[config.mk]
export PLATFORM = sky130hd
export DESIGN_NAME = dual_timer
export DESIGN_NICKNAME = d
export VERILOG_FILES = /design/src/logic/edge_tick_select.v /design/src/logic/dual_timer.v
export VERILOG_INCLUDE_DIRS = /design/src /design/src/common
export SDC_FILE = /design/constraint.sdc
export NUM_CORES = 1
export LEC_CHECK = 0
export ABC_AREA = 1
export BUFFER_PORTS_ARGS = -buffer_cell sky130_fd_sc_hd__buf_2
export CAP_MARGIN = 25
export CORE_MARGIN = 4
export CORE_UTILIZATION = 52
export DETAILED_ROUTE_END_ITERATION = 12
export PLACE_DENSITY = 0.81
export SYNTH_ARGS = -nofsm -noshare
export SYNTH_HDL_FRONTEND = slang
export SYNTH_SLANG_ARGS = --single-unit
[constraint.sdc]
create_clock -name clk_i -period 2.5 [get_ports clk_i]
set_clock_uncertainty 0.05 [all_clocks]
set_input_delay 0.75 -clock clk_i [delete_from_list [all_inputs] [get_ports clk_i]]
set_output_delay 0.75 -clock clk_i [all_outputs]
set_load 0.03 [all_outputs]
[src/common/dual_timer_map.vh]
// Register offsets, field positions, reset values and codes of the dual timer
`ifndef DUAL_TIMER_MAP_VH
`define DUAL_TIMER_MAP_VH
`define ADDR_COUNT_SOURCE 4'h0
`define ADDR_MODE_CONTROL 4'h1
`define ADDR_OUTPUT_CONTROL 4'h2
`define ADDR_LOW_COMPARE 4'h3
`define ADDR_HIGH_COMPARE 4'h4
`define ADDR_LOW_COUNTER 4'h5
`define ADDR_HIGH_COUNTER 4'h6
`define ADDR_WIDE_COUNTER 4'h7
`define ADDR_OSC_MODE 4'h8
`define ADDR_IRQ_STATUS 4'h9
`define MODE_RUN_BIT 0
`define MODE_CASCADE_BIT 2
`define OUT_TOGGLE_ONE 0
`define OUT_FLOP_ONE_RESET 2
`define OUT_FLOP_ONE_SET 3
`define OUT_TOGGLE_TWO 4
`define OUT_FLOP_TWO_RESET 6
`define OUT_FLOP_TWO_SET 7
`define OSC_DIVIDE_BIT 0
`define RESET_BYTE 8'h00
`define SRC_EVENT_FALL 4'h0
`define SRC_EVENT_RISE 4'h1
`define SRC_INT_FIRST 4'h6
`define SRC_INT_MAX 4'hE
`define SRC_INT_LONG 4'hF
`define PRESCALE_WIDTH 13
`endif

[src/logic/edge_tick_select.v]
// Count-source selector: event edge or prescaler tap for one channel
`timescale 1ns/10ps
`default_nettype none
`include "dual_timer_map.vh"
module edge_tick_select
(
	// Clock and reset
	input wire clk_i,
	input wire reset_i,
	// Selection
	input wire [3:0] select_i,
	input wire [`PRESCALE_WIDTH-1:0] prescale_i,
	input wire divide_by_one_i,
	// Event pin, already synchronised
	input wire event_i,
	// Count pulse
	output reg tick_o
);
	reg event_prev;
	reg [`PRESCALE_WIDTH-1:0] prescale_prev;
	reg [3:0] tap;
	reg tap_valid;
	wire [`PRESCALE_WIDTH-1:0] fall = prescale_prev & ~prescale_i;

	// Tap index k gives a period of 2^(k+1) system clocks; code 1111 skips one step
	always @*
	begin
		tap_valid = 1'b1;
		tap = 4'h0;
		if (select_i >= `SRC_INT_FIRST && select_i <= `SRC_INT_MAX)
			tap = select_i - `SRC_INT_FIRST;
		else if (select_i == `SRC_INT_LONG)
			tap = 4'hA;
		else
			tap_valid = 1'b0;
		if (!divide_by_one_i)
			tap = tap + 4'h1;
	end

	always @(posedge clk_i)
	begin
		if (reset_i)
		begin
			event_prev <= 1'b0;
			prescale_prev <= {`PRESCALE_WIDTH{1'b0}};
			tick_o <= 1'b0;
		end
		else
		begin
			event_prev <= event_i;
			prescale_prev <= prescale_i;
			if (select_i == `SRC_EVENT_FALL)
				tick_o <= event_prev & ~event_i;
			else if (select_i == `SRC_EVENT_RISE)
				tick_o <= ~event_prev & event_i;
			else
				tick_o <= tap_valid & fall[tap];
		end
	end
endmodule // edge_tick_select
`default_nettype wire

[src/logic/dual_timer.v]
// Dual 8-bit timer/event counter with cascade mode and Avalon-MM registers
//
// The placing of the registers and register access over Avalon-MM were decided locally.
`timescale 1ns/10ps
`default_nettype none
`include "dual_timer_map.vh"
module dual_timer
(
	// Clock and reset
	input wire clk_i,
	input wire reset_i,
	// Avalon-MM slave
	input wire [3:0] address_i,
	input wire read_i,
	input wire write_i,
	input wire [3:0] byteenable_i,
	input wire [31:0] writedata_i,
	output reg [31:0] readdata_o,
	output wire waitrequest_o,
	// Event pins
	input wire event_input_one_i,
	input wire event_input_two_i,
	// Toggle output pins
	output reg toggle_output_one_o,
	output reg toggle_output_two_o,
	// Match interrupt pulses
	output reg match_irq_one_o,
	output reg match_irq_two_o
);
	reg [7:0] count_source_select;
	reg [7:0] timer_mode_control;
	reg [7:0] output_control;
	reg [7:0] low_channel_compare;
	reg [7:0] high_channel_compare;
	reg [7:0] low_channel_counter;
	reg [7:0] high_channel_counter;
	reg [7:0] oscillation_mode_select;
	reg [1:0] irq_seen;
	reg [`PRESCALE_WIDTH-1:0] prescale;
	reg [1:0] ev_one_sync;
	reg [1:0] ev_two_sync;
	reg answered;
	reg [7:0] next_low;
	reg [7:0] next_high;
	reg low_match;
	reg high_match;
	reg low_wrap;
	reg high_inc;
	reg wide_match;
	wire low_tick;
	wire high_tick;
	wire cascade_mode_bit = timer_mode_control[`MODE_CASCADE_BIT];
	wire count_run_bit = timer_mode_control[`MODE_RUN_BIT];
	wire oscillator_divide_bit = oscillation_mode_select[`OSC_DIVIDE_BIT];
	wire low_clock_select_field_run = count_run_bit;
	wire toggle_enable_one = output_control[`OUT_TOGGLE_ONE];
	wire toggle_enable_two = output_control[`OUT_TOGGLE_TWO];
	wire access = (read_i | write_i) & ~answered;
	wire wr = write_i & access & byteenable_i[0];

	// Merge a byte lane into an 8-bit register
	function [7:0] lane0;
		input [7:0] old;
		input [31:0] data;
		input [3:0] be;
		begin
			lane0 = be[0] ? data[7:0] : old;
		end
	endfunction

	// One wait cycle per access, then the answer
	assign waitrequest_o = (read_i | write_i) & ~answered;

	// Pins from outside pass two flops first
	always @(posedge clk_i)
	begin
		if (reset_i)
		begin
			ev_one_sync <= 2'b00;
			ev_two_sync <= 2'b00;
		end
		else
		begin
			ev_one_sync <= {ev_one_sync[0], event_input_one_i};
			ev_two_sync <= {ev_two_sync[0], event_input_two_i};
		end
	end

	// Prescaler: free counter whose bit k falls every 2^(k+1) system clocks
	always @(posedge clk_i)
	begin
		if (reset_i)
			prescale <= {`PRESCALE_WIDTH{1'b0}};
		else
			prescale <= prescale + {{(`PRESCALE_WIDTH-1){1'b0}}, 1'b1};
	end

	edge_tick_select low_select
	(
		.clk_i(clk_i),
		.reset_i(reset_i),
		.select_i(count_source_select[3:0]),
		.prescale_i(prescale),
		.divide_by_one_i(oscillator_divide_bit),
		.event_i(ev_one_sync[1]),
		.tick_o(low_tick)
	);

	edge_tick_select high_select
	(
		.clk_i(clk_i),
		.reset_i(reset_i),
		.select_i(count_source_select[7:4]),
		.prescale_i(prescale),
		.divide_by_one_i(oscillator_divide_bit),
		.event_i(ev_two_sync[1]),
		.tick_o(high_tick)
	);

	// Counting and match detection
	always @*
	begin
		next_low = low_channel_counter;
		next_high = high_channel_counter;
		low_match = 1'b0;
		high_match = 1'b0;
		low_wrap = 1'b0;
		high_inc = 1'b0;
		wide_match = 1'b0;
		if (low_clock_select_field_run && low_tick)
		begin
			low_match = (low_channel_counter == low_channel_compare);
			if (cascade_mode_bit)
			begin
				wide_match = low_match && (high_channel_counter == high_channel_compare);
				if (wide_match)
				begin
					next_low = 8'h00;
					next_high = 8'h00;
				end
				else
				begin
					// Low-only match raises irq one but keeps counting, so the wide period is H*256 plus N plus one
					next_low = low_channel_counter + 8'h01;
					low_wrap = (low_channel_counter == 8'hFF);
					high_inc = low_wrap;
					next_high = high_inc ? high_channel_counter + 8'h01 : high_channel_counter;
				end
			end
			else
				next_low = low_match ? 8'h00 : low_channel_counter + 8'h01;
		end
		// Independent high channel runs under the same run bit
		if (!cascade_mode_bit && count_run_bit && high_tick)
		begin
			high_match = (high_channel_counter == high_channel_compare);
			next_high = high_match ? 8'h00 : high_channel_counter + 8'h01;
		end
	end

	// Counters, outputs and registers
	always @(posedge clk_i)
	begin
		if (reset_i)
		begin
			count_source_select <= `RESET_BYTE;
			timer_mode_control <= `RESET_BYTE;
			output_control <= `RESET_BYTE;
			low_channel_compare <= `RESET_BYTE;
			high_channel_compare <= `RESET_BYTE;
			oscillation_mode_select <= `RESET_BYTE;
			low_channel_counter <= `RESET_BYTE;
			high_channel_counter <= `RESET_BYTE;
			toggle_output_one_o <= 1'b0;
			toggle_output_two_o <= 1'b0;
			match_irq_one_o <= 1'b0;
			match_irq_two_o <= 1'b0;
			irq_seen <= 2'b00;
			answered <= 1'b0;
			readdata_o <= 32'h00000000;
		end
		else
		begin
			answered <= access;
			low_channel_counter <= next_low;
			high_channel_counter <= next_high;
			match_irq_one_o <= low_match;
			match_irq_two_o <= cascade_mode_bit ? wide_match : high_match;
			if (toggle_enable_one && low_match)
				toggle_output_one_o <= ~toggle_output_one_o;
			if (toggle_enable_two && (cascade_mode_bit ? wide_match : high_match))
				toggle_output_two_o <= ~toggle_output_two_o;
			// Sticky seen flags: set wins over a clear in the same cycle
			irq_seen <= irq_seen;
			if (wr && address_i == `ADDR_IRQ_STATUS)
				irq_seen <= irq_seen & ~writedata_i[1:0];
			if (low_match)
				irq_seen[0] <= 1'b1;
			if (cascade_mode_bit ? wide_match : high_match)
				irq_seen[1] <= 1'b1;
			if (wr)
			begin
				case (address_i)
					`ADDR_COUNT_SOURCE: count_source_select <= writedata_i[7:0];
					`ADDR_MODE_CONTROL: timer_mode_control <= writedata_i[7:0];
					`ADDR_OUTPUT_CONTROL:
					begin
						// Preset bits act once and read back as zero
						output_control <= writedata_i[7:0] & 8'h33;
						if (writedata_i[`OUT_FLOP_ONE_SET])
							toggle_output_one_o <= 1'b1;
						else if (writedata_i[`OUT_FLOP_ONE_RESET])
							toggle_output_one_o <= 1'b0;
						if (writedata_i[`OUT_FLOP_TWO_SET])
							toggle_output_two_o <= 1'b1;
						else if (writedata_i[`OUT_FLOP_TWO_RESET])
							toggle_output_two_o <= 1'b0;
					end
					`ADDR_LOW_COMPARE: low_channel_compare <= writedata_i[7:0];
					`ADDR_HIGH_COMPARE: high_channel_compare <= writedata_i[7:0];
					`ADDR_WIDE_COUNTER:
					begin
						low_channel_compare <= lane0(low_channel_compare, writedata_i, byteenable_i);
						if (byteenable_i[1])
							high_channel_compare <= writedata_i[15:8];
					end
					`ADDR_OSC_MODE: oscillation_mode_select <= writedata_i[7:0];
					default: readdata_o <= readdata_o;
				endcase
			end
			if (read_i && access)
			begin
				case (address_i)
					`ADDR_COUNT_SOURCE: readdata_o <= {24'h000000, count_source_select};
					`ADDR_MODE_CONTROL: readdata_o <= {24'h000000, timer_mode_control};
					`ADDR_OUTPUT_CONTROL: readdata_o <= {24'h000000, output_control};
					`ADDR_LOW_COMPARE: readdata_o <= {24'h000000, low_channel_compare};
					`ADDR_HIGH_COMPARE: readdata_o <= {24'h000000, high_channel_compare};
					`ADDR_LOW_COUNTER: readdata_o <= {24'h000000, low_channel_counter};
					`ADDR_HIGH_COUNTER: readdata_o <= {24'h000000, high_channel_counter};
					`ADDR_WIDE_COUNTER:
						readdata_o <= {16'h0000, high_channel_counter, low_channel_counter};
					`ADDR_OSC_MODE: readdata_o <= {24'h000000, oscillation_mode_select};
					`ADDR_IRQ_STATUS: readdata_o <= {28'h0000000, toggle_output_two_o,
						toggle_output_one_o, irq_seen};
					default: readdata_o <= 32'h00000000;
				endcase
			end
		end
	end
endmodule // dual_timer
`default_nettype wire

==> flow_summary_export.csv <==
group,metric,value,unit
run_status,status,"finished clean",
worst_hold_path,hold_path_class,"flip-flop to flip-flop",
synth,synth_simple_gate_area_share,28.2,%
floorplanning,die_w,114,µm
timing,hold_ws,0.372,ns
drt,final_antenna_net_count,0,
setup_path,arrival,2.56,ns
timing,fin_crit_sh,92.2,%
final_layout,drive_above_1_share,12.8,%
synth,syn_area_per_cell,6.83,µm²
final_layout,mostFrequentLayoutCells,"nand2_1 (171), inv_1 (123), nor2_1 (119)",
synth,async_flop_share,0,%
timing,layout_setup_ws,0.195,ns
final_layout,layout_commonest_cell,"nand2_1",
drt,route.detailed.drc,0,
final_layout,final_cells,1076,
pwr,vdd_drop_max,0.000509,V
global_route,grt_max_degree,54,
synth,yosysSeqAreaShare,39.9,%
drt,drt_iter0_drc,571,
placement,placed_cells,1044,
synth,ys_types,43,
clock_tree,clk_pin_slew,0.05,ns
floorplanning,start_util,53.6,%
clock_tree,cts_buffer_depth,2,
timing,rsz0062_at_grt,"false",
floorplanning,die_area,13000,µm²
setup_path,crit_path_start_kind,"flip-flop",
drt,vias,5846,
global_route,track_usage,25.9,%
synth,synth_compound_area_share,16.2,%
clock_tree,cts.sinks,117,
global_route,overflow,0,
setup_path,cp_top_family,"simple AND/OR/NAND/NOR gates",
setup_path,cp_slowest_cell,"dfxtp_1",
setup_path,crit_chain,"ha_1, nand2_1, nand3_1, nand2_1, nor2_2, ha_1, nand2_1, nand2_1, inv_1, nand3_1, nand3_1, nand3b_1, a21oi_1, nor2_1",
clock_tree,cts_resized,0,
setup_path,critPathBufInv,1,
pwr,powerDensity,688,nW/µm²
global_route,grt_pass1_wl,26.6,mm
placement,place_area,6280,µm²
pwr,power.leakage,2.91,nW
setup_path,critPathCaptureType,"flip-flop",
final_layout,final_area,6920,µm²
setup_path,worstSetupPathType,"flip-flop to flip-flop",
synth,synth_edf_count,0,
clock_tree,cts_inserted_buffers,17,
placement,place_congestion,0.981,
flow_run,max-cap-violations,0,
setup_path,crit_fanout,5,
setup_path,worst_path_largest_cell_delay,0.44,ns
timing,slew_headroom,59.6,%
final_layout,fill_cells,977,
timing,timing.final.max_slew_violations,0,
synth,ys_ff_latch,117,
timing,tightest_slew,0.600,ns
final_layout,n_antenna_cell,0,
floorplanning,die_h,114,µm
final_layout,fin_nets,976,
timing,hold_violations,0,
final_layout,finalCoreUtilization,63.2,%
setup_path,worstPathRequired,2.76,ns
clock_tree,root_buffer,"clkbuf_16",
placement,pre_cts_slack,0.160,ns
floorplanning,ios,83,
placement,io_buffers,48,
clock_tree,clock_latency,0.42,ns
floorplanning,core,10900,µm²
timing,min_period,2.30,ns
drt,routed_via_density,5.43,
synth,yosys-mux-area-fraction,0,%
timing,timing.fmax,434,MHz
drt,wl,16.0,mm
final_layout,multiInputGateArea,2920,µm²
clock_tree,htree_levels,4,
clock_tree,post-cts-setup-buffers,0,
timing,setup_viol,0,
synth,synth_adder_area_share,1.49,%
synth,yosysWarnings,0,
setup_path,crit_top_cell,"nand2_1",
placement,hpwlAfterDp,11.4,mm
global_route,antenna_found_initial,0,
clock_tree,postCtsHoldBufs,0,
pwr,p_total,4.76,mW
floorplanning,row_count,38,
synth,synth_cells,858,
synth,synth_ff_type,"dfxtp_1",
synth,synth_top_family_by_area,"simple AND/OR/NAND/NOR gates",
setup_path,r2r_slack,0.20,ns
final_layout,syn_to_final_growth,17.9,%
final_layout,seqCellArea,2340,µm²
drt,firstDrtPassIters,5,
synth,synth_xor_xnor_area_share,2.84,%
timing,tns,0,ns
global_route,first_global_vias,5482,
clock_tree,cts_tree,"built",
synth,syn-cell-area,5860,µm²
drt,wl_per_cell,14.9,µm
-- power breakdown --
part	switching [mW]	total (mW)	internal, mW
Combinational	0.188	0.259	0.0707
Sequential	0.0165	1.91	1.89
Clock	0.833	2.59	1.76
-- layout make-up --
class,instances,share of cell area (%)
clock inverter,10,2.17
multi-input combinational,597,42.3
inverter,127,6.89
tap,140,2.53
clock buffer,22,7.00
timing repair buffer,63,5.28
sequential,117,33.9
-- cells in the mapped netlist (9+ instances only) --
master,instances,share of area (%)
a221oi_1,9,1.3
buf_4,16,2.0
nand4_1,11,1.2
nand3_1,48,4.1
nor3_1,15,1.3
inv_1,123,7.9
xor2_1,11,1.6
o21ai_0,58,4.9
clkbuf_1,11,0.70
nand2_1,172,11
nor2_1,120,7.7
a31oi_1,9,0.96
o22ai_1,9,0.96
dfxtp_1,117,40
a21oi_1,61,5.2
-- flip-flops by register name, indices dropped and copies added, names as in the netlist, 2 cells and up --
register,cells
count_source_select,8
ev_one_sync,2
ev_two_sync,2
high_channel_compare,8
high_channel_counter,8
irq_seen,2
low_channel_compare,8
low_channel_counter,8
low_select.prescale_prev,13
oscillation_mode_select,8
output_control,4
prescale,13
readdata_o,16
timer_mode_control,8
-- layer usage --
metal,part of all wire (%),vias up,GRT usage (%),wire [µm]
li1,-,2890,-,-
met1,45,2651,36.0,7130
met2,43,275,38.2,6950
met3,9.7,30,7.51,1550
met4,2.3,0,9.66,370
met5,0,-,0,0
-- worst min-delay path, delay by kind of cell (launching register included) --
kind	cells	cell delay, ns
simple gates	1	0.03
flops	1	0.31
buf+inv	1	0.05
-- final timing paths --
kind,startpoint,depth (start not counted),to
worst max-delay path,count_source_select[2],14,low_select.tick_o
worst min-delay path,ev_one_sync[0],2,ev_one_sync[1]
worst max register to register,count_source_select[2],14,low_select.tick_o
worst min register to register,ev_one_sync[0],2,ev_one_sync[1]
-- logic make-up after synthesis --
group / Yosys count
other cells: 1
compound gates: 165
buf+inv: 159
simple gates: 390
xor+xnor: 19
flops: 117
fa+ha+maj: 7
Power figures use the tool's default switching activity.
